<file path="config.mk">
export PLATFORM = sky130hd
export DESIGN_NAME = substrate_shutter_sequencer
export DESIGN_NICKNAME = d
export VERILOG_FILES = /design/src/shutter_pkg.sv /design/src/substrate_shutter_sequencer.sv /design/src/field_sequencer.sv /design/src/pulse_shaper.sv
export SDC_FILE = /design/constraint.sdc
export NUM_CORES = 1
export LEC_CHECK = 0
export CORE_AREA = 2 2 155 119
export CTS_CLUSTER_DIAMETER = 150
export DETAILED_ROUTE_END_ITERATION = 10
export DIE_AREA = 0 0 157 121
export DONT_BUFFER_PORTS = 1
export GPL_TIMING_DRIVEN = 0
export PLACE_DENSITY = 0.69
export SYNTH_ARGS = -nofsm -noshare
export SYNTH_HDL_FRONTEND = slang
export SYNTH_SLANG_ARGS = --single-unit
</file>
<file path="constraint.sdc">
create_clock -name CORE_CLK -period 12.8 [get_ports CORE_CLK]
set_input_delay 1.28 -clock CORE_CLK [delete_from_list [all_inputs] [get_ports CORE_CLK]]
set_output_delay 1.28 -clock CORE_CLK [all_outputs]
set_load 0.02 [all_outputs]
</file>
<file path="src/shutter_pkg.sv">
// Package with constants, types and register layout of the substrate shutter sequencer.
package shutter_pkg;

  // ----------------------------------------------------------------
  // Register offsets
  // ----------------------------------------------------------------
  localparam logic [7:0] EXPOSURE_FIELD_COUNT_OFS = 8'h63;
  localparam logic [7:0] PULSES_PER_FIELD_OFS     = 8'h64;
  localparam logic [7:0] EXTRA_MASK_MODE_OFS      = 8'h65;

  // ----------------------------------------------------------------
  // Trigger register bit positions
  // ----------------------------------------------------------------
  localparam int TRIG_SHUT_LSB  = 0;
  localparam int TRIG_BIAS_LSB  = 4;
  localparam int TRIG_EXPOSURE  = 6;
  localparam int TRIG_READOUT   = 7;

  // ----------------------------------------------------------------
  // Reset values and limits
  // ----------------------------------------------------------------
  localparam logic [11:0] TOGGLE_DISABLED       = 12'hFFF;
  localparam logic [11:0] PULSES_PER_FIELD_RST  = 12'h001;
  localparam logic [11:0] ZERO12                = 12'h000;
  localparam logic [2:0]  ZERO3                 = 3'h0;

  // ----------------------------------------------------------------
  // Extra mask modes
  // ----------------------------------------------------------------
  typedef enum logic [1:0] {
    MASK_NONE    = 2'b00,
    MASK_AT_SYNC = 2'b01,
    MASK_SHUT4   = 2'b10,
    MASK_RSVD    = 2'b11
  } mask_mode_t;

  // ----------------------------------------------------------------
  // Sequence phases
  // ----------------------------------------------------------------
  typedef enum logic [1:0] {
    PH_IDLE     = 2'b00,
    PH_EXPOSURE = 2'b01,
    PH_READOUT  = 2'b10
  } phase_t;

  // Substrate pulse settings, latched at the line after the gate line.
  typedef struct packed {
    logic        start_polarity;
    logic [11:0] first_toggle_a;
    logic [11:0] first_toggle_b;
    logic [11:0] second_toggle_a;
    logic [11:0] second_toggle_b;
    logic [11:0] pulses_per_field;
    logic [11:0] suppress_count;
    mask_mode_t  mask_mode;
  } pulse_cfg_t;

  // Per-line timing inputs from the timing generator.
  typedef struct packed {
    logic        vertical_sync;
    logic        horizontal_sync;
    logic        gate_line;
    logic [11:0] pixel;
  } line_timing_t;

endpackage

</file>
<file path="src/substrate_shutter_sequencer.sv">
// Top of the substrate shutter sequencer: registers, line counting and output gating.
// ----------------------------------------------------------------
// Notes on behaviour
// - Exposure counter holds pulses for programmed fields.
// - Sync-disable bit stops sync outputs during exposure.
// - Exposure trigger starts at next vertical sync.
// - Zero exposure count behaves like normal shuttering.
// - Pulsing starts line after the gate line.
// - Suppress count withholds first pulses after gate.
// - Gate and substrate pulses every field by default.
// - Readout count extends suppression after exposure.
// - Readout suppression only after readout trigger.
// - Both bits run exposure then readout automatically.
// - Readout alone starts at next vertical sync.
// - Trigger bits: shutters, bias, exposure, readout.
// - Mask modes: none, from next sync, fourth shutter.
// - Pulse starts at polarity, toggles at two positions.
// - High precision adds second pulse on last line.
// - Pulses per field follow twelve-bit count.
// - Settings latch at line after gate line.
// - All-ones second toggles disable extra pulse.
// ----------------------------------------------------------------
`timescale 1ns/100ps
module substrate_shutter_sequencer
  import shutter_pkg::*;
(
  input  wire logic         CORE_CLK,
  input  wire logic         RST,
  input  wire line_timing_t TIMING,
  input  wire logic         GATE_PULSE_IN,
  input  wire logic         FOURTH_SHUTTER_PULSE,
  input  wire logic         CFG_WRITE,
  input  wire logic [7:0]   CFG_ADDR,
  input  wire logic [11:0]  CFG_DATA,
  input  wire logic         TRIGGER_WRITE,
  input  wire logic [7:0]   TRIGGER_DATA,
  input  wire logic [2:0]   READOUT_FIELD_COUNT,
  input  wire logic         SYNC_OUTPUT_DISABLE,
  input  wire pulse_cfg_t   PULSE_SETTINGS,
  output logic              SUBSTRATE_CLEAR_PULSE,
  output logic              SENSOR_GATE_PULSE,
  output logic              VERTICAL_SYNC,
  output logic              HORIZONTAL_SYNC,
  output logic [5:0]        SHUTTER_TRIGGERS,
  output logic [11:0]       EXPOSURE_FIELD_COUNT,
  output logic [1:0]        SEQUENCE_PHASE
);

  // ----------------------------------------------------------------
  // Registers with printed addresses
  // ----------------------------------------------------------------
  logic [11:0] exposure_field_count;
  logic [11:0] next_exposure_field_count;
  logic [11:0] pulses_per_field;
  logic [11:0] next_pulses_per_field;
  mask_mode_t  extra_mask_mode;
  mask_mode_t  next_extra_mask_mode;
  logic [7:0]  operation_trigger;
  logic [7:0]  next_operation_trigger;

  always_comb begin
    next_exposure_field_count = exposure_field_count;
    next_pulses_per_field     = pulses_per_field;
    next_extra_mask_mode      = extra_mask_mode;
    next_operation_trigger    = TRIGGER_WRITE ? TRIGGER_DATA : 8'h00;
    if (CFG_WRITE) begin
      unique case (CFG_ADDR)
        EXPOSURE_FIELD_COUNT_OFS: next_exposure_field_count = CFG_DATA;
        PULSES_PER_FIELD_OFS:     next_pulses_per_field     = CFG_DATA;
        EXTRA_MASK_MODE_OFS:      next_extra_mask_mode      = mask_mode_t'(CFG_DATA[1:0]);
        default: ;
      endcase
    end
  end

  always_ff @(posedge CORE_CLK or posedge RST) begin
    if (RST) begin
      exposure_field_count <= ZERO12;
      pulses_per_field     <= PULSES_PER_FIELD_RST;
      extra_mask_mode      <= MASK_NONE;
      operation_trigger    <= 8'h00;
    end else begin
      exposure_field_count <= next_exposure_field_count;
      pulses_per_field     <= next_pulses_per_field;
      extra_mask_mode      <= next_extra_mask_mode;
      operation_trigger    <= next_operation_trigger;
    end
  end

  // Shutter and bias trigger bits go to the shutter logic as one-cycle pulses.
  assign SHUTTER_TRIGGERS     = operation_trigger[TRIG_BIAS_LSB+1:TRIG_SHUT_LSB];
  assign EXPOSURE_FIELD_COUNT = exposure_field_count;

  // ----------------------------------------------------------------
  // Field sequencing
  // ----------------------------------------------------------------
  logic   vs_prev;
  logic   hs_prev;
  logic   field_edge;
  logic   line_edge;
  phase_t phase;
  logic   exposure_suppress;

  assign field_edge = TIMING.vertical_sync & ~vs_prev;
  assign line_edge  = TIMING.horizontal_sync & ~hs_prev;

  field_sequencer #(
    .EXP_W (12),
    .RD_W  (3)
  ) u_field_sequencer (
    .clk               (CORE_CLK),
    .rst               (RST),
    .field_edge        (field_edge),
    .trig_exposure     (operation_trigger[TRIG_EXPOSURE]),
    .trig_readout      (operation_trigger[TRIG_READOUT]),
    .exposure_count    (exposure_field_count),
    .readout_count     (READOUT_FIELD_COUNT),
    .phase             (phase),
    .exposure_suppress (exposure_suppress)
  );

  assign SEQUENCE_PHASE = phase;

  // ----------------------------------------------------------------
  // Line counting and settings latch
  // ----------------------------------------------------------------
  pulse_cfg_t  cfg;
  pulse_cfg_t  next_cfg;
  logic        after_gate;
  logic        next_after_gate;
  logic        gate_seen;
  logic        next_gate_seen;
  logic [11:0] line_count;
  logic [11:0] next_line_count;
  logic        mask_active;
  logic        next_mask_active;

  // Latching only on the post-gate line keeps a mid-field write from tearing a pulse train.
  always_comb begin
    next_cfg         = cfg;
    next_after_gate  = after_gate;
    next_gate_seen   = gate_seen;
    next_line_count  = line_count;
    next_mask_active = mask_active;
    if (field_edge) begin
      next_mask_active = (cfg.mask_mode == MASK_AT_SYNC);
    end
    if (TIMING.gate_line) begin
      next_gate_seen = 1'b1;
    end
    if (line_edge) begin
      if (gate_seen) begin
        next_cfg        = PULSE_SETTINGS;
        next_cfg.pulses_per_field = pulses_per_field;
        next_cfg.mask_mode        = extra_mask_mode;
        next_after_gate = 1'b1;
        next_gate_seen  = 1'b0;
        next_line_count = 12'h000;
      end else if (after_gate && line_count != 12'hFFF) begin
        next_line_count = line_count + 12'h001;
      end
    end
  end

  always_ff @(posedge CORE_CLK or posedge RST) begin
    if (RST) begin
      cfg         <= '{start_polarity: 1'b0, first_toggle_a: TOGGLE_DISABLED,
                       first_toggle_b: TOGGLE_DISABLED, second_toggle_a: TOGGLE_DISABLED,
                       second_toggle_b: TOGGLE_DISABLED, pulses_per_field: PULSES_PER_FIELD_RST,
                       suppress_count: ZERO12, mask_mode: MASK_NONE};
      after_gate  <= 1'b0;
      gate_seen   <= 1'b0;
      line_count  <= ZERO12;
      mask_active <= 1'b0;
      vs_prev     <= 1'b0;
      hs_prev     <= 1'b0;
    end else begin
      cfg         <= next_cfg;
      after_gate  <= next_after_gate;
      gate_seen   <= next_gate_seen;
      line_count  <= next_line_count;
      mask_active <= next_mask_active;
      vs_prev     <= TIMING.vertical_sync;
      hs_prev     <= TIMING.horizontal_sync;
    end
  end

  // ----------------------------------------------------------------
  // Pulse window and gating
  // ----------------------------------------------------------------
  logic line_in_field;
  logic line_suppressed;
  logic last_line;
  logic phase_suppress;
  logic mask_suppress;
  logic pulse_enable;
  logic pulse_level;
  logic gate_level;

  assign line_in_field   = after_gate && (line_count < cfg.pulses_per_field);
  assign line_suppressed = (line_count < cfg.suppress_count);
  assign last_line       = (line_count == cfg.pulses_per_field - 12'h001);
  assign phase_suppress  = exposure_suppress || (phase == PH_READOUT);
  assign mask_suppress   = mask_active
                           || (cfg.mask_mode == MASK_SHUT4 && FOURTH_SHUTTER_PULSE);
  assign pulse_enable    = line_in_field && !line_suppressed && !phase_suppress
                           && !mask_suppress;

  pulse_shaper u_pulse_shaper (
    .clk           (CORE_CLK),
    .rst           (RST),
    .line_start    (line_edge),
    .pixel         (TIMING.pixel),
    .enable        (pulse_enable),
    .second_enable (pulse_enable && last_line),
    .cfg           (cfg),
    .level         (pulse_level)
  );

  // Gate pulses are held off only while the exposure counter runs.
  assign gate_level = GATE_PULSE_IN && !exposure_suppress;

  // ----------------------------------------------------------------
  // Output registers
  // ----------------------------------------------------------------
  always_ff @(posedge CORE_CLK or posedge RST) begin
    if (RST) begin
      SUBSTRATE_CLEAR_PULSE <= 1'b0;
      SENSOR_GATE_PULSE     <= 1'b0;
      VERTICAL_SYNC         <= 1'b0;
      HORIZONTAL_SYNC       <= 1'b0;
    end else begin
      SUBSTRATE_CLEAR_PULSE <= pulse_enable ? pulse_level : cfg.start_polarity;
      SENSOR_GATE_PULSE     <= gate_level;
      VERTICAL_SYNC         <= TIMING.vertical_sync
                               && !(SYNC_OUTPUT_DISABLE && exposure_suppress);
      HORIZONTAL_SYNC       <= TIMING.horizontal_sync
                               && !(SYNC_OUTPUT_DISABLE && exposure_suppress);
    end
  end

endmodule

</file>
<file path="src/field_sequencer.sv">
// Field counter sequencing exposure then readout phases on vertical sync edges.
`timescale 1ns/100ps
module field_sequencer
  import shutter_pkg::*;
#(
  parameter int EXP_W = 12,
  parameter int RD_W  = 3
) (
  input  wire logic             clk,
  input  wire logic             rst,
  input  wire logic             field_edge,
  input  wire logic             trig_exposure,
  input  wire logic             trig_readout,
  input  wire logic [EXP_W-1:0] exposure_count,
  input  wire logic [RD_W-1:0]  readout_count,
  output phase_t                phase,
  output logic                  exposure_suppress
);

  // ----------------------------------------------------------------
  // State
  // ----------------------------------------------------------------
  phase_t           next_phase;
  logic [EXP_W-1:0] count;
  logic [EXP_W-1:0] next_count;
  logic             pend_exp;
  logic             pend_rd;
  logic             next_pend_exp;
  logic             next_pend_rd;
  logic             chain_rd;
  logic             next_chain_rd;

  // Triggers wait for the next field edge; a trigger landing on the edge waits one more.
  always_comb begin
    next_phase    = phase;
    next_count    = count;
    next_pend_exp = pend_exp | trig_exposure;
    next_pend_rd  = pend_rd | trig_readout;
    next_chain_rd = chain_rd;
    if (field_edge) begin
      unique case (phase)
        PH_IDLE: begin
          if (pend_exp) begin
            next_phase    = PH_EXPOSURE;
            next_count    = '0;
            next_chain_rd = pend_rd;
            next_pend_exp = trig_exposure;
            next_pend_rd  = trig_readout;
          end else if (pend_rd) begin
            next_phase   = PH_READOUT;
            next_count   = EXP_W'(readout_count);
            next_pend_rd = trig_readout;
          end
        end
        PH_EXPOSURE: begin
          if (count >= exposure_count) begin
            if (chain_rd) begin
              next_phase = PH_READOUT;
              next_count = EXP_W'(readout_count);
            end else begin
              next_phase = PH_IDLE;
            end
            next_chain_rd = 1'b0;
          end else begin
            next_count = count + 1'b1;
          end
        end
        PH_READOUT: next_count = count - 1'b1;
        default: next_phase = PH_IDLE;
      endcase
      if (next_phase == PH_READOUT && next_count == '0) next_phase = PH_IDLE;
    end
  end

  always_ff @(posedge clk or posedge rst) begin
    if (rst) begin
      phase    <= PH_IDLE;
      count    <= '0;
      pend_exp <= 1'b0;
      pend_rd  <= 1'b0;
      chain_rd <= 1'b0;
    end else begin
      phase    <= next_phase;
      count    <= next_count;
      pend_exp <= next_pend_exp;
      pend_rd  <= next_pend_rd;
      chain_rd <= next_chain_rd;
    end
  end

  // The first exposure field keeps its pulses, so a zero count is plain shuttering.
  assign exposure_suppress = (phase == PH_EXPOSURE) && (count != '0);

endmodule

</file>
<file path="src/pulse_shaper.sv">
// Per-line substrate pulse waveform from two pairs of pixel toggle positions.
`timescale 1ns/100ps
module pulse_shaper
  import shutter_pkg::*;
(
  input  wire logic        clk,
  input  wire logic        rst,
  input  wire logic        line_start,
  input  wire logic [11:0] pixel,
  input  wire logic        enable,
  input  wire logic        second_enable,
  input  wire pulse_cfg_t  cfg,
  output logic             level
);

  // ----------------------------------------------------------------
  // Toggle logic
  // ----------------------------------------------------------------
  logic next_level;
  logic hit_first;
  logic hit_second;
  logic second_armed;

  // All-ones positions in both second toggles disable the extra pulse.
  assign second_armed = second_enable
                        && !(cfg.second_toggle_a == TOGGLE_DISABLED
                             && cfg.second_toggle_b == TOGGLE_DISABLED);
  assign hit_first    = enable && (pixel == cfg.first_toggle_a || pixel == cfg.first_toggle_b);
  assign hit_second   = second_armed
                        && (pixel == cfg.second_toggle_a || pixel == cfg.second_toggle_b);

  always_comb begin
    next_level = level;
    if (line_start) begin
      next_level = cfg.start_polarity;
    end else if (hit_first ^ hit_second) begin
      next_level = ~level;
    end
  end

  always_ff @(posedge clk or posedge rst) begin
    if (rst) begin
      level <= 1'b0;
    end else begin
      level <= next_level;
    end
  end

endmodule

</file>
# [Yosys cells after proc, flatten, opt, wreduce, memory -nomap -nowiden]
# Index checks and enable logic that the tools add are counted.
[word_totals] regBits=148 inputBits=128 output_inout_bits=24 wordCells=132
[op_classes] addsub=4 magnitude_cmp=3 n_eq_ne=18 mux=32 n_bitwise=8 n_reduce_logical=39
[ops] cell="$mux W12" count=7
[ops] cell="$eq A12 B12 Y1" count=5
[ops] cell="$pmux W12 S3" count=1
[ops] cell="$add A12 B1 Y12 const B" count=2
[ops] cell="$eq A12 B12 Y1 const B" count=2
[ops] cell="$eq A8 B7 Y1 const B" count=3
[ops] cell="$lt A12 B12 Y1" count=2
[ops] cell="$sub A12 B1 Y12 const B" count=2
[ops] cell="$logic_and A1 B1 Y1" count=17
[ops] cell="$mux W1" count=15
[ops] cell="$ge A12 B12 Y1" count=1
[ops] cell="$logic_not A12 Y1" count=1
[ops] cell="$mux W2" count=6
[ops] cell="$ne A12 B12 Y1 const B" count=1
[ops] cell="$reduce_bool A12 Y1" count=1
[ops] cell="$reduce_and A2 Y1" count=5
[ops] cell="$mux W8" count=1
[ops] cell="$eq A2 B2 Y1 const B" count=3
[ops] cell="$logic_not A1 Y1" count=6
[ops] cell="$pmux W2 S3" count=1
[ops] cell="$reduce_bool A2 Y1" count=3
[ops] cell="$eq A2 B1 Y1 const B" count=2
[ops] cell="$logic_or A1 B1 Y1" count=4
[ops] cell="$ne A2 B1 Y1 const B" count=2
[ops] cell="7 further kinds" count=11

# [Depth between registers and ports, before layout]
[depth] word_depth=12 mapped_depth=12

# [By module]
# Synthesis repeated with hierarchy kept, for this count alone.
[unflattened] hier_cells=980 area_unflattened_um2=8858.5
[by_module_without_submodules] mod="substrate_shutter_sequencer" n_inst=1 cells_each=612 area_per_inst_um2=6108.4 seq_area_each_um2=3315.7
[by_module_without_submodules] mod="field_sequencer" n_inst=1 cells_each=290 area_per_inst_um2=2099.5 seq_area_each_um2=425.4
[by_module_without_submodules] mod="pulse_shaper" n_inst=1 cells_each=78 area_per_inst_um2=650.6 seq_area_each_um2=25.0

# [Worst setup path before layout]
# Ideal clock, no wire load.
[synth_timing] kind="register to register" from="register u_field_sequencer.count[0]" to="register u_field_sequencer.phase[1]" arrival_ns=2.884 required_time_ns=12.667 setup_slack_ns=9.783 stages_incl_launch_ff=13 n_path_buf=2 period_less_slack_ns=3.017 cell_sequence="dfrtp_1 clkbuf_1 inv_1 ha_1 nand2b_1 a2111o_1 a311oi_2 and2_0 clkbuf_1 a31oi_1 o211ai_1 and4_1 a31oi_1"
[synth_between] elab_chain_cells=7
[synth_lines] item="from (decl)" line_no="field_sequencer.sv:24" text="logic [EXP_W-1:0] count;"
[synth_lines] item="from (signal assigned)" line_no="field_sequencer.sv:84" text="count <= next_count;"
[synth_lines] item="$add A12 B1 Y12, or another cell as far along" line_no="field_sequencer.sv:65" text="next_count = count + 1'b1;"
[synth_lines] item="$mux W12, or another cell as far along" line_no="field_sequencer.sv:56" text="if (count >= exposure_count) begin"
[synth_lines] item="$pmux W12 S3 / $pmux W2 S3 (equally long branches)" line_no="field_sequencer.sv:41" text="unique case (phase)"
[synth_lines] item="$mux W12 / $mux W2 (equally long branches)" line_no="field_sequencer.sv:40" text="if (field_edge) begin"
[synth_lines] item="$logic_not A12 Y1 / $eq A2 B2 Y1 (equally long branches)" line_no="field_sequencer.sv:71" text="if (next_phase == PH_READOUT && next_count == '0) next_phase = PH_IDLE;"
[synth_lines] item="$logic_and A1 B1 Y1" line_no="field_sequencer.sv:71"
[synth_lines] item="$mux W2 (*)" line_no="field_sequencer.sv:71"
[synth_lines] item="to (signal assigned)" line_no="field_sequencer.sv:83" text="phase <= next_phase;"
[synth_lines] item="to (decl)" line_no="field_sequencer.sv:16" text="output phase_t phase,"
# Every way passes the cells marked *; elsewhere a longest branch is shown, timed or not. The select of a mux whose other input is x is not followed.
# A chain may end at the register's enable or synchronous reset.

# [Worst setup path in the final report]
# Same ends and word-level chain as after synthesis.

==> impl_metrics.csv <==
group,metric,value,unit
setup_path,start_kind,"flop",
clock_tree,post_cts_buffers,0,
setup_path,cp_slowest_cell,"a311oi_2",
timing,drv_slew,0,
setup_path,worstPathCellList,"clkbuf_1, inv_1, ha_1, nand2b_1, a2111o_1, a311oi_2, nand2_1, clkbuf_1, o211ai_1, and4_1, a31oi_1",
global_routing,grt_pass1_wl,35540,um
layout,nets,1043,
logic_synthesis,syn-num-nets,1023,
clock_tree,clk_path_buf_depth,2,
setup_path,worst_ep_required_time,13.09,ns
placement,pre_cts_slack,8.871,ns
logic_synthesis,synth_top_area_share,28.67,%
timing,setup_violations,0,
routing,viasPerCell,5.828,
routing,routedWlPerCell,19.82,um
pwr,ir_drop,87.46,uV
logic_synthesis,synth_edf_count,0,
logic_synthesis,synth_largest_area_cell,"dfrtp_1",
routing,vias,6591,
timing,slew_headroom,47.89,%
floorplanning,dieArea,19000,sq um
clock_tree,ctsHoldBuffers,0,
global_routing,antenna_found_initial,3,
timing,worstMarginPinSlew,0.7708,ns
timing,clock-skew-final,0.008410,ns
clock_tree,cts_resized,0,
routing,wl,22420,um
logic_synthesis,seq_area_frac_synth,44.03,%
clock_tree,clock_latency,0.43,ns
timing,hold_slack,0.4339,ns
logic_synthesis,netlist_area,8554,sq um
clock_tree,cts_buffers,17,
layout,nFillCells,1523,
timing,fin_crit,4.094,ns
setup_path,endpoint_kind,"flop",
placement,dp_hpwl,17270,um
timing,worst_slack,8.706,ns
clock_tree,cts_root_buf,"clkbuf_16",
clock_tree,clk_pin_slew,0.07,ns
logic_synthesis,synth-async-reset-ratio,100.0,%
global_routing,grt_max_degree,79,
floorplanning,core,17390,sq um
timing,period_share,31.99,%
setup_path,cp.buffers_inverters,3,
hold_path,hold_path_class,"flop to flop",
placement,place.gp.congestion,0.9741,
floorplanning,fp.dieH,121,um
logic_synthesis,synth-seq-cells,148,
routing,ant_nets,0,
layout,layout-drive-gt1-share,19.26,%
flow_run,maxCapViolCount,0,
global_routing,grt_pass1_vias,6438,
floorplanning,initial_core_util,49.18,%
clock_tree,cts_max_level,4,
layout,syn2layout_area_growth,10.82,%
timing,tns,0,ns
timing,hold_viol_final,0,
floorplanning,io_pins,152,
setup_path,crit_type,"flop to flop",
logic_synthesis,ys_warn_count,0,
outcome,status,"finished, final reports clean",
logic_synthesis,ys_top_cells_by_count,"98 x dfrtp_1, 79 x mux2_2, 65 x nand2_1",
logic_synthesis,yosysMostFrequentCell,"dfrtp_1",
clock_tree,cts.sinks,148,
global_routing,grt_overflow,0,
setup_path,crit_top_cell,"clkbuf_1",
setup_path,critPathMaxStageDelay,0.56,ns
global_routing,grt_use_total,24.65,%
clock_tree,cts_tree,"yes",
routing,drt-pass1-iter-count,5,
pwr,power_density,184.1,nW/um^2
placement,portBuffers,0,
logic_synthesis,synthFlopType,"dfrtp_1",
routing,drt_iter0_drc,615,
routing,route.detailed.drc,0,
pwr,p_leak,3.859,nW
pwr,p_total,1.745,mW
logic_synthesis,syn_area_per_cell,10.01,sq um
timing,rsz0062_at_grt,"false",
setup_path,cpLargestDelayFamily,"compound AO/OA/AOI/OAI gates",
setup_path,crit_path_max_fanout,10,
timing,fmax,244.2,MHz
floorplanning,die_x,157,um
logic_synthesis,synth_cell_types,67,
logic_synthesis,netlist_top_cells_area,"dfrtp_1 29%, dfstp_2 15%, mux2_2 10%, ha_1 5.9%, xnor2_1 4.1%",
logic_synthesis,postSynthCellCount,855,
floorplanning,rows,42,
setup_path,crit_arrival,4.38,ns
[path summary, 6_finish.rpt]
kind / from / to / slack, ns / depth (start not counted)
min in group asynchronous: RST / u_pulse_shaper.level$_DFFE_PP0P_ / 0.84 / 1
worst max-delay path: u_field_sequencer.count[0]$_DFFE_PP0P_ / u_field_sequencer.phase[1]$_DFFE_PP0P_ / 8.71 / 11
worst min-delay path: operation_trigger[6]$_DFF_PP0_ / u_field_sequencer.pend_exp$_DFF_PP0_ / 0.43 / 1
worst min register to register: operation_trigger[6]$_DFF_PP0_ / u_field_sequencer.pend_exp$_DFF_PP0_ / 0.43 / 1
worst max register to register: u_field_sequencer.count[0]$_DFFE_PP0P_ / u_field_sequencer.phase[1]$_DFFE_PP0P_ / 8.71 / 11
max in group asynchronous: RST / pulses_per_field[0]$_DFFE_PP1P_ / 11.19 / 2
[state kept, by name, indices dropped and copies added (netlist names), 2 cells and up]
register and flops:
u_field_sequencer.count 12, line_count 12, operation_trigger 8, extra_mask_mode 2, u_field_sequencer.phase 2, pulses_per_field 12, cfg 75, EXPOSURE_FIELD_COUNT 12
[cells by family after synthesis]
family | Yosys count | synth area share (%)
multiplexers | 83 | 10.87
adder cells (fa/ha/maj) | 40 | 5.851
AO/OA/AOI/OAI | 162 | 11.94
buffers and inverters | 86 | 3.774
flip-flops | 148 | 44.03
AND/OR/NAND/NOR | 263 | 16.07
XOR/XNOR | 73 | 7.474
[layer usage]
layer  vias up  routed length (um)  GRT usage (%)
li1       3104                   -              -
met1      3152               10620          36.88
met2       307                9064          33.09
met3        26                2385          8.607
met4         2                 336          7.511
met5         -                  11              0
[layout by cell type (no fill, tap or decap), drive strengths merged, types with 4 or more instances in the layout]
cell	netlist	routed
nor2b	9	9
nand4b	7	7
xor2	33	33
xnor2	40	40
inv	47	55
a21oi	30	30
dfrtp	98	98
and2	12	12
and3	6	6
clkbuf	36	54
nor2	52	52
a211oi	4	4
nand3	23	23
nor4	13	13
or3	5	5
mux2i	4	4
o21a	5	5
a31oi	7	7
o211ai	10	10
dfstp	50	50
mux2	79	79
nand2	65	65
ha	40	40
buf	3	4
o21ai	62	62
nor3	19	19
a21o	4	4
nand4	21	21
nand2b	11	11
o31ai	9	9
[stage by stage]
stage	std cells	util, %	area [sq um]
6_report	1131	54.50	9480
5_1_grt	1130	54.49	9478
4_1_cts	1130	54.49	9478
3_5_place_dp	1098	51.11	8890
3_3_place_gp	1097	50.92	8857
2_1_floorplan	855	-	8554
[power breakdown]
part           total [mW]  switching (mW)  internal, mW
Combinational       0.584           0.360         0.224
Clock               0.502           0.218         0.284
Sequential          0.659          0.0898         0.570
[cell type report]
class / instances / area [sq um] / area share (%)
multi-input combinational: 621 / 4466 / 47.10
inverter: 47 / 181.4 / 1.914
sequential: 148 / 3766 / 39.73
antenna: 1 / 2.502 / 0.02640
buffer: 39 / 146.4 / 1.544
tap: 242 / 302.8 / 3.194
clock inverter: 14 / 137.6 / 1.452
timing repair buffer: 1 / 27.53 / 0.2904
clock buffer: 18 / 450.4 / 4.751
(Power assumes the default switching activity.)
